`config.mk`:
```
export PLATFORM = sky130hd
export DESIGN_NAME = cgms_top
export DESIGN_NICKNAME = d
export VERILOG_FILES = /design/src/cgms_pkg.sv /design/src/cgms_follow_if.sv /design/src/cgms_follower.sv /design/src/cgms_top.sv
export SDC_FILE = /design/constraint.sdc
export NUM_CORES = 1
export LEC_CHECK = 0
export ABC_AREA = 1
export BUFFER_PORTS_ARGS = -buffer_cell sky130_fd_sc_hd__buf_2
export CAP_MARGIN = 20
export CORE_MARGIN = 2
export CORE_UTILIZATION = 45
export CTS_BUF_LIST = sky130_fd_sc_hd__clkbuf_4
export DETAILED_ROUTE_END_ITERATION = 16
export GPL_TIMING_DRIVEN = 0
export SLEW_MARGIN = 20
export SYNTH_ARGS = -nofsm -noshare
export SYNTH_HDL_FRONTEND = slang
export SYNTH_SLANG_ARGS = --single-unit
export TNS_END_PERCENT = 20
```
`constraint.sdc`:
```
create_clock -name clk_sys -period 12.41 [get_ports clk_sys]
set_input_delay 0.6205 -clock clk_sys [delete_from_list [all_inputs] [get_ports clk_sys]]
set_output_delay 0.6205 -clock clk_sys [all_outputs]
set_load 0.02 [all_outputs]
```
`src/cgms_pkg.sv`:
```
`default_nettype none
// ---------------------------------------------------------------
// shared constants of the clock generator mode control
// ---------------------------------------------------------------
package cgms_pkg;

  // ---------------------------------------------------------------
  // timing
  // ---------------------------------------------------------------
  localparam int CLK_PERIOD_NS = 10;
  // time a selection change takes to show in its status bit
  localparam int SWITCH_NS     = 200;
  localparam int SWITCH_CYCLES = (SWITCH_NS + CLK_PERIOD_NS - 1) / CLK_PERIOD_NS;

  // ---------------------------------------------------------------
  // register byte offsets
  // ---------------------------------------------------------------
  localparam logic [7:0] ADDR_CLOCK_SELECT = 8'h00;
  localparam logic [7:0] ADDR_OSC          = 8'h04;
  localparam logic [7:0] ADDR_PLL_SELECT   = 8'h08;
  localparam logic [7:0] ADDR_FLL_RANGE    = 8'h0c;
  localparam logic [7:0] ADDR_STATUS       = 8'h10;

  // ---------------------------------------------------------------
  // reset values
  // ---------------------------------------------------------------
  localparam logic [7:0] CLOCK_SELECT_RST = 8'h04;
  localparam logic [7:0] OSC_RST          = 8'h40;
  localparam logic [7:0] PLL_SELECT_RST   = 8'h01;
  localparam logic [7:0] FLL_RANGE_RST    = 8'h00;

  // ---------------------------------------------------------------
  // field positions
  // ---------------------------------------------------------------
  localparam int CS_SRC_HI   = 7;
  localparam int CS_SRC_LO   = 6;
  localparam int CS_REFD_HI  = 5;
  localparam int CS_REFD_LO  = 3;
  localparam int CS_IREF     = 2;
  localparam int OSC_BUSD_HI = 7;
  localparam int OSC_BUSD_LO = 6;
  localparam int OSC_RANGE   = 5;
  localparam int OSC_GAIN    = 4;
  localparam int OSC_LPWR    = 3;
  localparam int OSC_XTAL    = 2;
  localparam int OSC_EREN    = 1;
  localparam int PLL_SEL     = 6;
  localparam int PLL_EXT     = 4;
  localparam int PLL_MULT_HI = 3;
  localparam int PLL_MULT_LO = 0;
  localparam int FR_BOOST    = 5;
  localparam int FR_RNG_HI   = 1;
  localparam int FR_RNG_LO   = 0;
  localparam int ST_LOCK     = 6;
  localparam int ST_PLL      = 5;
  localparam int ST_IREF     = 4;
  localparam int ST_SRC_HI   = 3;
  localparam int ST_SRC_LO   = 2;
  localparam int ST_OSC      = 1;

  // ---------------------------------------------------------------
  // codes and factors
  // ---------------------------------------------------------------
  localparam logic [1:0] SRC_LOOP = 2'h0;
  localparam logic [1:0] SRC_INT  = 2'h1;
  localparam logic [1:0] SRC_EXT  = 2'h2;
  localparam logic [1:0] SRC_PLL  = 2'h3;

  localparam logic [1:0] RNG_LOW = 2'h0;
  localparam logic [1:0] RNG_MID = 2'h1;

  localparam logic [10:0] FLL_F_LOW       = 11'h200;
  localparam logic [10:0] FLL_F_MID       = 11'h400;
  localparam logic [10:0] FLL_F_HIGH      = 11'h600;
  localparam logic [10:0] FLL_F_BOOST_LOW = 11'h260;
  localparam logic [10:0] FLL_F_BOOST_MID = 11'h4c0;
  localparam logic [10:0] FLL_F_BOOST_HI  = 11'h720;

  // extra reference divide of 32 in fll external operation
  localparam logic [3:0] EXT_DIV_SHIFT = 4'h5;
  // pll multiplier is the code times four
  localparam logic [1:0] PLL_MULT_PAD  = 2'h0;

  typedef enum logic [7:0] {
    FLL_INTERNAL_MODE        = 8'h01,
    FLL_EXTERNAL_MODE        = 8'h02,
    FLL_BYPASS_EXTERNAL_MODE = 8'h04,
    FLL_BYPASS_INTERNAL_MODE = 8'h08,
    PLL_EXTERNAL_MODE        = 8'h10,
    PLL_BYPASS_EXTERNAL_MODE = 8'h20,
    LOWPOWER_INTERNAL_MODE   = 8'h40,
    LOWPOWER_EXTERNAL_MODE   = 8'h80
  } cgms_mode_t;

endpackage
`default_nettype wire

```
`src/cgms_follow_if.sv`:
```
`timescale 1ns/1ps
`default_nettype none
interface cgms_follow_if #(
  parameter int W = 1
);
  logic [W-1:0] req;
  logic [W-1:0] stat;
  logic         busy;

  modport src (output req, input stat, input busy);
  modport fol (input req, output stat, output busy);
endinterface
`default_nettype wire

```
`src/cgms_follower.sv`:
```
`timescale 1ns/1ps
`default_nettype none
// status copy of a selection field of W bits; it takes the requested value once the
// request has differed from it for SETTLE cycles, even if it changed meanwhile
module cgms_follower #(
  parameter int           W         = 1,
  parameter logic [W-1:0] RESET_VAL = '0,
  parameter int           SETTLE    = cgms_pkg::SWITCH_CYCLES
) (
  input  wire logic      clk_sys,
  input  wire logic      srst,
  cgms_follow_if.fol     f
);
  localparam int CW = $clog2(SETTLE + 1);
  localparam logic [CW-1:0] LAST = CW'(SETTLE - 1);

  typedef struct packed {
    logic [W-1:0]  stat;
    logic [CW-1:0] cnt;
  } cgms_fol_state_t;

  cgms_fol_state_t s;
  cgms_fol_state_t next_s;

  always_comb
  begin
    next_s = s;
    // a request that changes mid-way restarts nothing: the target simply moves
    if (f.req != s.stat)
    begin
      if (s.cnt == LAST)
      begin
        next_s.stat = f.req;
        next_s.cnt  = '0;
      end
      else
      begin
        next_s.cnt = s.cnt + CW'(1);
      end
    end
    else
    begin
      next_s.cnt = '0;
    end
  end

  always_ff @(posedge clk_sys)
  begin
    if (srst)
      s <= '{stat: RESET_VAL, cnt: '0};
    else
      s <= next_s;
  end

  assign f.stat = s.stat;
  assign f.busy = (f.req != s.stat);

endmodule // cgms_follower
`default_nettype wire

```
`src/cgms_top.sv`:
```
// The implementer's own choices: the APB slave port and the address map.
`timescale 1ns/1ps
`default_nettype none
// Operation
// - boost clear: range codes 0,1,2 give fll factors 512, 1024, 1536.
// - boost set: range codes 0,1,2 give fll factors 608, 1216, 1824.
// - range writes take effect except while low-power bypass or pll select is set.
// - selection changes show in status bits; software waits for them.
// - bus clock is the generator output divided by two.
// - fll internal engaged: internal reference times fll factor over bus divider.
// - fll external engaged: external over ref divider, times factor, over bus divider.
// - bypassed modes output the selected reference over the bus divider.
// - pll external engaged: external over ref divider, times multiplier, over bus divider.
// - oscillator control holds bus divider, range, gain, crystal select, ref output.
// - clock select holds source, ref divider, internal ref select; 2 external, 0 loop.
// - source status reads 2 for external, 3 for pll output.
// - internal ref status reads 0 once external reference is active.
// - oscillator ready rises once the selected crystal is initialised.
// - pll select control holds select, divider extension, multiplier; code 8 is x32.
// - ref divider code 3 divides 256 in fll external with extension, 8 for pll.
// - divider extension is ignored in pll modes but keeps its value.
// - in low-power external the pll is off; pll settings only prepare.
// - low-power bypass bit enters low-power mode only from a bypassed mode; clearing returns to bypass on the same reference.
// - lock status rises once the selected loop has locked.
// - pll status reads 1 when the pll feeds the loop clock, 0 for fll.
// - reset starts in fll internal engaged mode with bus divide-by-2.
// - source code 1 selects internal reference and source status reads 1.
module cgms_top #(
  parameter int ADDR_W        = 8,
  parameter int SETTLE_CYCLES = cgms_pkg::SWITCH_CYCLES
) (
  input  wire logic              clk_sys,
  input  wire logic              srst,
  input  wire logic              psel,
  input  wire logic              penable,
  input  wire logic              pwrite,
  input  wire logic [ADDR_W-1:0] paddr,
  input  wire logic [31:0]       pwdata,
  output logic      [31:0]       prdata,
  output logic                   pready,
  output logic                   pslverr,
  input  wire logic              osc_stable,
  input  wire logic              fll_lock_in,
  input  wire logic              pll_lock_in,
  input  wire logic [31:0]       f_int_hz,
  input  wire logic [31:0]       f_ext_hz,
  output logic                   osc_enable,
  output logic                   high_gain_osc,
  output logic                   osc_range,
  output logic                   ext_ref_out_enable,
  output logic                   fll_enable,
  output logic                   pll_enable,
  output logic      [10:0]       fll_factor,
  output logic      [3:0]        ref_div_shift,
  output logic      [5:0]        pll_multiplier,
  output logic      [7:0]        clock_mode,
  output logic      [31:0]       gen_output_clock_hz,
  output logic      [31:0]       bus_clock_hz
);

  // ---------------------------------------------------------------
  // state
  // ---------------------------------------------------------------
  typedef struct packed {
    logic [7:0]         clock_select_ctrl;
    logic [7:0]         oscillator_ctrl;
    logic [7:0]         pll_select_ctrl;
    logic [7:0]         fll_range_ctrl;
    logic [1:0]         osc_sync;
    logic [1:0]         fll_sync;
    logic [1:0]         pll_sync;
    logic [31:0]        prdata;
    logic               pslverr;
    cgms_pkg::cgms_mode_t mode;
    logic [10:0]        fll_factor;
    logic [3:0]         ref_shift;
    logic [5:0]         pll_mult;
    logic [31:0]        gen_hz;
    logic [31:0]        bus_hz;
    logic               osc_ready;
    logic               lock;
    logic               osc_en;
    logic               fll_en;
    logic               pll_en;
  } cgms_state_t;

  localparam cgms_state_t STATE_RST = '{
    clock_select_ctrl: cgms_pkg::CLOCK_SELECT_RST,
    oscillator_ctrl:   cgms_pkg::OSC_RST,
    pll_select_ctrl:   cgms_pkg::PLL_SELECT_RST,
    fll_range_ctrl:    cgms_pkg::FLL_RANGE_RST,
    mode:              cgms_pkg::FLL_INTERNAL_MODE,
    fll_factor:        cgms_pkg::FLL_F_LOW,
    fll_en:            1'b1,
    default:           '0
  };

  cgms_state_t s;
  cgms_state_t next_s;

  // ---------------------------------------------------------------
  // register fields
  // ---------------------------------------------------------------
  logic [1:0] src_sel;
  logic [2:0] ref_divider;
  logic       internal_ref_select;
  logic [1:0] bus_divider;
  logic       low_power_bypass;
  logic       crystal_select;
  logic       ext_ref_out_en;
  logic       pll_select;
  logic       ref_div_extend;
  logic [3:0] pll_mult_code;
  logic       low_ref_boost;
  logic [1:0] fll_range_sel;

  assign src_sel             = s.clock_select_ctrl[cgms_pkg::CS_SRC_HI:cgms_pkg::CS_SRC_LO];
  assign ref_divider         = s.clock_select_ctrl[cgms_pkg::CS_REFD_HI:cgms_pkg::CS_REFD_LO];
  assign internal_ref_select = s.clock_select_ctrl[cgms_pkg::CS_IREF];
  assign bus_divider         = s.oscillator_ctrl[cgms_pkg::OSC_BUSD_HI:cgms_pkg::OSC_BUSD_LO];
  assign low_power_bypass    = s.oscillator_ctrl[cgms_pkg::OSC_LPWR];
  assign crystal_select      = s.oscillator_ctrl[cgms_pkg::OSC_XTAL];
  assign ext_ref_out_en      = s.oscillator_ctrl[cgms_pkg::OSC_EREN];
  assign pll_select          = s.pll_select_ctrl[cgms_pkg::PLL_SEL];
  assign ref_div_extend      = s.pll_select_ctrl[cgms_pkg::PLL_EXT];
  assign pll_mult_code       = s.pll_select_ctrl[cgms_pkg::PLL_MULT_HI:cgms_pkg::PLL_MULT_LO];
  assign low_ref_boost       = s.fll_range_ctrl[cgms_pkg::FR_BOOST];
  assign fll_range_sel       = s.fll_range_ctrl[cgms_pkg::FR_RNG_HI:cgms_pkg::FR_RNG_LO];

  // ---------------------------------------------------------------
  // status followers
  // ---------------------------------------------------------------
  cgms_follow_if #(.W(1)) pll_f ();
  cgms_follow_if #(.W(1)) iref_f ();
  cgms_follow_if #(.W(2)) src_f ();

  logic       pll_st;
  logic       iref_st;
  logic [1:0] src_st;

  assign pll_st  = pll_f.stat[0];
  assign iref_st = iref_f.stat[0];
  assign src_st  = src_f.stat;

  // in low-power bypass the pll select only prepares the next mode
  assign pll_f.req  = low_power_bypass ? pll_f.stat : pll_select;
  assign iref_f.req = internal_ref_select;

  always_comb
  begin
    case (src_sel)
      cgms_pkg::SRC_INT: src_f.req = cgms_pkg::SRC_INT;
      cgms_pkg::SRC_EXT: src_f.req = cgms_pkg::SRC_EXT;
      // the loop output reports which loop drives it; code 3 acts as 0
      default:           src_f.req = pll_st ? cgms_pkg::SRC_PLL : cgms_pkg::SRC_LOOP;
    endcase
  end

  cgms_follower #(.W(1), .RESET_VAL(1'b0), .SETTLE(SETTLE_CYCLES)) u_pll_fol (
    .clk_sys (clk_sys),
    .srst    (srst),
    .f       (pll_f)
  );

  cgms_follower #(.W(1), .RESET_VAL(1'b1), .SETTLE(SETTLE_CYCLES)) u_iref_fol (
    .clk_sys (clk_sys),
    .srst    (srst),
    .f       (iref_f)
  );

  cgms_follower #(.W(2), .RESET_VAL(cgms_pkg::SRC_LOOP), .SETTLE(SETTLE_CYCLES)) u_src_fol (
    .clk_sys (clk_sys),
    .srst    (srst),
    .f       (src_f)
  );

  // ---------------------------------------------------------------
  // next state
  // ---------------------------------------------------------------
  logic [7:0]  status_byte;
  logic        wr_en;
  logic [7:0]  wbyte;
  logic [3:0]  ref_shift_n;
  logic [10:0] factor_n;
  logic [5:0]  mult_n;
  logic [31:0] f_div;
  logic [42:0] raw_hz;
  logic [42:0] gen_n;
  logic        fll_en_n;
  logic        pll_en_n;

  always_comb
  begin
    next_s = s;

    // pin inputs pass two flip-flops before use
    next_s.osc_sync = {s.osc_sync[0], osc_stable};
    next_s.fll_sync = {s.fll_sync[0], fll_lock_in};
    next_s.pll_sync = {s.pll_sync[0], pll_lock_in};

    status_byte = '0;
    status_byte[cgms_pkg::ST_LOCK] = s.lock;
    status_byte[cgms_pkg::ST_PLL]  = pll_st;
    status_byte[cgms_pkg::ST_IREF] = iref_st;
    status_byte[cgms_pkg::ST_SRC_HI:cgms_pkg::ST_SRC_LO] = src_st;
    status_byte[cgms_pkg::ST_OSC]  = s.osc_ready;

    // read data and error are caught in the setup cycle
    if (psel && !penable)
    begin
      next_s.pslverr = 1'b0;
      case (paddr[7:0])
        cgms_pkg::ADDR_CLOCK_SELECT: next_s.prdata = {24'h000000, s.clock_select_ctrl};
        cgms_pkg::ADDR_OSC:          next_s.prdata = {24'h000000, s.oscillator_ctrl};
        cgms_pkg::ADDR_PLL_SELECT:   next_s.prdata = {24'h000000, s.pll_select_ctrl};
        cgms_pkg::ADDR_FLL_RANGE:    next_s.prdata = {24'h000000, s.fll_range_ctrl};
        cgms_pkg::ADDR_STATUS:       next_s.prdata = {24'h000000, status_byte};
        default:
        begin
          next_s.prdata  = '0;
          next_s.pslverr = 1'b1;
        end
      endcase
    end

    wr_en = psel && penable && pwrite;
    wbyte = pwdata[7:0];
    if (wr_en)
    begin
      case (paddr[7:0])
        cgms_pkg::ADDR_CLOCK_SELECT: next_s.clock_select_ctrl = wbyte;
        cgms_pkg::ADDR_OSC:          next_s.oscillator_ctrl   = wbyte;
        // bit 7 and bit 5 of this register read back as written
        cgms_pkg::ADDR_PLL_SELECT:   next_s.pll_select_ctrl   = wbyte;
        cgms_pkg::ADDR_FLL_RANGE:
        begin
          next_s.fll_range_ctrl[cgms_pkg::FR_BOOST] = wbyte[cgms_pkg::FR_BOOST];
          if (!(low_power_bypass || pll_select))
          begin
            next_s.fll_range_ctrl[cgms_pkg::FR_RNG_HI:cgms_pkg::FR_RNG_LO] =
              wbyte[cgms_pkg::FR_RNG_HI:cgms_pkg::FR_RNG_LO];
          end
        end
        default:
        begin
          next_s.pslverr = s.pslverr;
        end
      endcase
    end

    // loops: low-power bypass stops both, pll select picks one
    fll_en_n = !low_power_bypass && !pll_st;
    pll_en_n = !low_power_bypass && pll_st;
    next_s.fll_en = fll_en_n;
    next_s.pll_en = pll_en_n;
    next_s.osc_en = ext_ref_out_en || !internal_ref_select;
    next_s.osc_ready = crystal_select && s.osc_en && s.osc_sync[1];
    next_s.lock = pll_st ? (pll_en_n && s.pll_sync[1]) : (fll_en_n && s.fll_sync[1]);

    // active mode from what the status bits show and from the low-power bypass bit
    case (src_st)
      cgms_pkg::SRC_LOOP:
        next_s.mode = iref_st ? cgms_pkg::FLL_INTERNAL_MODE : cgms_pkg::FLL_EXTERNAL_MODE;
      cgms_pkg::SRC_INT:
        next_s.mode = low_power_bypass ? cgms_pkg::LOWPOWER_INTERNAL_MODE
                                       : cgms_pkg::FLL_BYPASS_INTERNAL_MODE;
      cgms_pkg::SRC_EXT:
        if (low_power_bypass)
          next_s.mode = cgms_pkg::LOWPOWER_EXTERNAL_MODE;
        else
          next_s.mode = pll_st ? cgms_pkg::PLL_BYPASS_EXTERNAL_MODE
                               : cgms_pkg::FLL_BYPASS_EXTERNAL_MODE;
      default:
        next_s.mode = cgms_pkg::PLL_EXTERNAL_MODE;
    endcase

    // reference divider; the extension only counts for the fll on the external reference
    if (!pll_st && !iref_st && ref_div_extend)
      ref_shift_n = {1'b0, ref_divider} + cgms_pkg::EXT_DIV_SHIFT;
    else
      ref_shift_n = {1'b0, ref_divider};

    case (fll_range_sel)
      cgms_pkg::RNG_LOW:
        factor_n = low_ref_boost ? cgms_pkg::FLL_F_BOOST_LOW : cgms_pkg::FLL_F_LOW;
      cgms_pkg::RNG_MID:
        factor_n = low_ref_boost ? cgms_pkg::FLL_F_BOOST_MID : cgms_pkg::FLL_F_MID;
      // code 3 behaves as code 2
      default:
        factor_n = low_ref_boost ? cgms_pkg::FLL_F_BOOST_HI : cgms_pkg::FLL_F_HIGH;
    endcase

    mult_n = {pll_mult_code, cgms_pkg::PLL_MULT_PAD};
    f_div  = f_ext_hz >> ref_shift_n;

    case (next_s.mode)
      cgms_pkg::FLL_INTERNAL_MODE: raw_hz = 43'(f_int_hz) * 43'(factor_n);
      cgms_pkg::FLL_EXTERNAL_MODE: raw_hz = 43'(f_div) * 43'(factor_n);
      cgms_pkg::PLL_EXTERNAL_MODE: raw_hz = 43'(f_div) * 43'(mult_n);
      cgms_pkg::FLL_BYPASS_INTERNAL_MODE,
      cgms_pkg::LOWPOWER_INTERNAL_MODE: raw_hz = 43'(f_int_hz);
      default: raw_hz = 43'(f_ext_hz);
    endcase

    // results above 32 bits wrap; real settings stay far below
    gen_n = raw_hz >> bus_divider;
    next_s.gen_hz     = gen_n[31:0];
    next_s.bus_hz     = gen_n[32:1];
    next_s.fll_factor = factor_n;
    next_s.ref_shift  = ref_shift_n;
    next_s.pll_mult   = mult_n;
  end

  always_ff @(posedge clk_sys)
  begin
    if (srst)
      s <= STATE_RST;
    else
      s <= next_s;
  end

  // ---------------------------------------------------------------
  // outputs
  // ---------------------------------------------------------------
  assign pready              = psel && penable;
  assign pslverr             = psel && penable && s.pslverr;
  assign prdata              = s.prdata;
  assign osc_enable          = s.osc_en;
  assign high_gain_osc       = s.oscillator_ctrl[cgms_pkg::OSC_GAIN];
  assign osc_range           = s.oscillator_ctrl[cgms_pkg::OSC_RANGE];
  assign ext_ref_out_enable  = ext_ref_out_en;
  assign fll_enable          = s.fll_en;
  assign pll_enable          = s.pll_en;
  assign fll_factor          = s.fll_factor;
  assign ref_div_shift       = s.ref_shift;
  assign pll_multiplier      = s.pll_mult;
  assign clock_mode          = s.mode;
  assign gen_output_clock_hz = s.gen_hz;
  assign bus_clock_hz        = s.bus_hz;

endmodule // cgms_top
`default_nettype wire

```
==> results.py <==
metrics = {
    "outcome": {
        "status": "complete, no violations",
    },
    "die": {
        "die_h_um": 228.9,
        "rows": 82,
        "core_um2": 50070,
        "die_x_um": 228.9,
        "pin_count": 245,
        "start_util_pct": 45.44,
        "die_area_um2": 52380,
    },
    "grt": {
        "gr-usage-all-layers_pct": 33.02,
        "grt_overflow": 0,
        "grt_pass1_vias": 22294,
        "grt_pass1_wl_mm": 131.7,
        "antenna_found_initial": 6,
        "grt_start_max_net_pins": 17,
    },
    "detailed_routing": {
        "drc": 0,
        "dr.first_iter.drc_count": 2182,
        "dr.pass1.iters": 7,
        "routed_wl_mm": 86.32,
        "ant_nets": 0,
        "via_count": 22767,
        "viasPerCell": 5.449,
        "wl_per_cell_um": 20.66,
    },
    "logic_synthesis": {
        "synth_seq_cells": 121,
        "synth_cell_type_count": 58,
        "syn_area_um2": 22750,
        "syn_avg_cell_area_um2": 6.997,
        "yosysSeqAreaShare_pct": 10.65,
        "synth_cells": 3252,
        "yosysWarnings": 0,
    },
    "timing": {
        "hold_viol": 0,
        "maxSlewHeadroom_pct": 21.64,
        "setup_viol": 0,
        "skew_ps": 46.58,
        "min_period_ps": 8938,
        "fin_tns_setup_ps": 0,
        "worst_pin_slew_ps": 1175,
        "timing.fmax_mhz": 111.9,
        "final-max-slew-violation-count": 0,
        "rsz0062_at_grt": "false",
        "timing.final.crit_share_pct": 72.03,
    },
    "critical_path": {
        "r2r_slack_ps": 3470,
        "r2r_start": "fll_range_sel[0]$_SDFFE_PP0P_",
        "crit_path_end_kind": "register",
        "critPathMaxFanout": 10,
        "r2r_end": "gen_output_clock_hz[30]$_SDFF_PP0_",
        "r2r_cells": 28,
        "cpMaxStageDelayCell": "clkbuf_1",
        "cpMostUsedCell": "nand2_1",
        "cpPeakStageDelay_ps": 900,
        "path_delay_family": "adder cells",
        "worstSetupPathType": "register to register",
        "required_ps": 12920,
        "startpoint_type": "register",
        "path_buf_inv": 6,
        "crit_arrival_ps": 9450,
    },
    "clock_tree": {
        "post_cts_buffers": 0,
        "clk_pin_slew_worst_paths_ps": 150,
        "clk_latency_ps": 680,
        "cts_buffers": 17,
        "cts_num_sinks": 121,
        "clock_path_buffers": 2,
        "cts_hold_buffers": 0,
        "cts-root-buf": "clkbuf_4",
        "cts.repair.resized": 0,
        "cts_tree": "yes",
        "ctsHtreeMaxLevel": 4,
    },
    "placed_design": {
        "post-dp-hpwl_mm": 74.21,
        "place_congestion": 1.017,
        "portBuffers": 188,
        "placed_cell_area_um2": 24660,
        "place_inst": 4142,
    },
    "layout": {
        "layout_commonest_cell": "nand2_1",
        "area_delta_synth_final_pct": 9.673,
        "final_cell_mix": "nand2_1 (542), nor2_1 (530), inv_1 (488)",
        "fin_area_um2": 24950,
        "finalNonFillerCells": 4178,
        "n_fill_cell": 5316,
        "drive_gt1_share_pct": 12.53,
        "nets": 4081,
    },
    "power": {
        "powerDensity_nw_per_um2": 40.24,
        "p_leak_nw": 12.87,
        "ir_drop_v": 0.00004091,
    },
    "hold_path": {
        "min_from": "pll_lock_in",
        "hold_depth": 3,
        "hold_end": "next_s[132]$_SDFF_PP0_",
        "hp-class": "input port to register",
    },
    "job": {
        "drv_cap": 0,
    },
}
[routing by layer]
layer  GRT usage (%)  wire length [µm]  up-vias
li1                -                 -    10693
met3           4.142              6154      126
met1           46.98             39070    11022
met2           51.49             37850      924
met5               0                12        -
met4           11.89              3237        2
[through the flow]
stage	setup WS, ps	util, %	hold WS [ps]	total power, mW
2_1_floorplan	6292	-	388.3	0.6050
5_1_grt	3180	49.84	112.3	1.057
6_report	3472	49.84	157.0	1.004
3_3_place_gp	3606	49.23	400.7	0.7117
4_1_cts	3647	49.81	95.08	1.009
3_5_place_dp	3673	49.25	393.1	0.7132
[synth_stat cells, drive strengths merged]
master / number / share of area [%]
nand2: 554 / 9.3
nor2: 537 / 9.0
inv: 494 / 8.2
fa: 270 / 24
o21ai: 225 / 5.2
ha: 209 / 11
a21oi: 195 / 4.3
buf: 162 / 5.1
nand3: 157 / 3.7
dfxtp: 121 / 11
clkbuf: 71 / 1.2
nand4: 27 / 0.74
nor3: 25 / 0.55
or2: 24 / 0.66
o211ai: 20 / 0.68
xor2: 20 / 0.77
mux2i: 17 / 0.75
a21o: 16 / 0.53
a31oi: 13 / 0.36
o22ai: 11 / 0.30
xnor2: 9 / 0.35
a211oi: 8 / 0.26
o2111ai: 8 / 0.31
o21bai: 8 / 0.26
a221oi: 7 / 0.27
nor4: 6 / 0.16
o221ai: 6 / 0.23
clkinv: 5 / 0.082
o21a: 5 / 0.16
a21boi: 4 / 0.18
o31ai: 4 / 0.13
nand3b: 3 / 0.099
a32oi: 2 / 0.077
nor3b: 2 / 0.066
a22oi: 1 / 0.033
a32o: 1 / 0.044
conb: 1 / 0.016
o2111a: 1 / 0.049
o211a: 1 / 0.044
o221a: 1 / 0.049
o32ai: 1 / 0.039
[how the worst max path moves through the flow]
| stage | slack [ps] | endpoint | startpoint | depth (start not counted) |
|---|---|---|---|---|
| 6_report | 3470 | gen_output_clock_hz[30]$_SDFF_PP0_ | fll_range_sel[0]$_SDFFE_PP0P_ | 28 |
| 5_1_grt | 3180 | gen_output_clock_hz[30]$_SDFF_PP0_ | fll_range_sel[0]$_SDFFE_PP0P_ | 28 |
| 4_1_cts | 3650 | gen_output_clock_hz[30]$_SDFF_PP0_ | fll_range_sel[0]$_SDFFE_PP0P_ | 28 |
| 3_5_place_dp | 3670 | gen_output_clock_hz[30]$_SDFF_PP0_ | fll_range_sel[0]$_SDFFE_PP0P_ | 28 |
| 3_3_place_gp | 3610 | gen_output_clock_hz[30]$_SDFF_PP0_ | fll_range_sel[0]$_SDFFE_PP0P_ | 28 |
| 2_1_floorplan | 6290 | gen_output_clock_hz[24]$_SDFF_PP0_ | ref_divider[0]$_SDFFE_PP0P_ | 31 |
[tightest hold or removal path: stages]
cell	delay (ps)
buf_2	100
inv_1	40
nor2_1	30
[sequential cells by signal, indices dropped and copies added (netlist names), 5 cells and up]
name and flops:
clock_mode 8, fll_factor 6, gen_output_clock_hz 31, prdata 8, s 13, u_iref_fol.s 5
u_pll_fol.s 5, u_src_fol.s 5
[power breakdown]
group	total [mW]	internal [mW]	switching, mW
sequential	0.399	0.395	0.00363
clock	0.293	0.0910	0.202
combinational	0.313	0.102	0.211
total	1.00	0.588	0.416
[cell type report]
type | instances | area (µm²) | share of cell area [%]
plain buffers | 233 | 1420 | 5.691
repair buffers | 189 | 945.9 | 3.791
diodes | 3 | 7.507 | 0.03008
inverters | 499 | 1876 | 7.516
well taps | 672 | 840.8 | 3.369
clock inverters | 15 | 155.1 | 0.6217
multi-input cells | 2429 | 17160 | 68.76
clock buffers | 17 | 127.6 | 0.5114
flip-flops and latches | 121 | 2422 | 9.707
[cells by family (layout without fill, tap and decap cells)]
| logic type | Yosys count | in the layout | synth area share [%] |
|---|---|---|---|
| AO/OA/AOI/OAI | 538 | 538 | 13.49 |
| XOR/XNOR | 29 | 29 | 1.116 |
| adder cells (fa/ha/maj) | 479 | 479 | 35.25 |
| buffers and inverters | 732 | 953 | 14.47 |
| flip-flops | 121 | 121 | 10.65 |
| multiplexers | 17 | 17 | 0.7479 |
| other | 1 | 34 | 0.01648 |
| AND/OR/NAND/NOR | 1335 | 1335 | 24.26 |
Power figures use the tool's default switching activity.
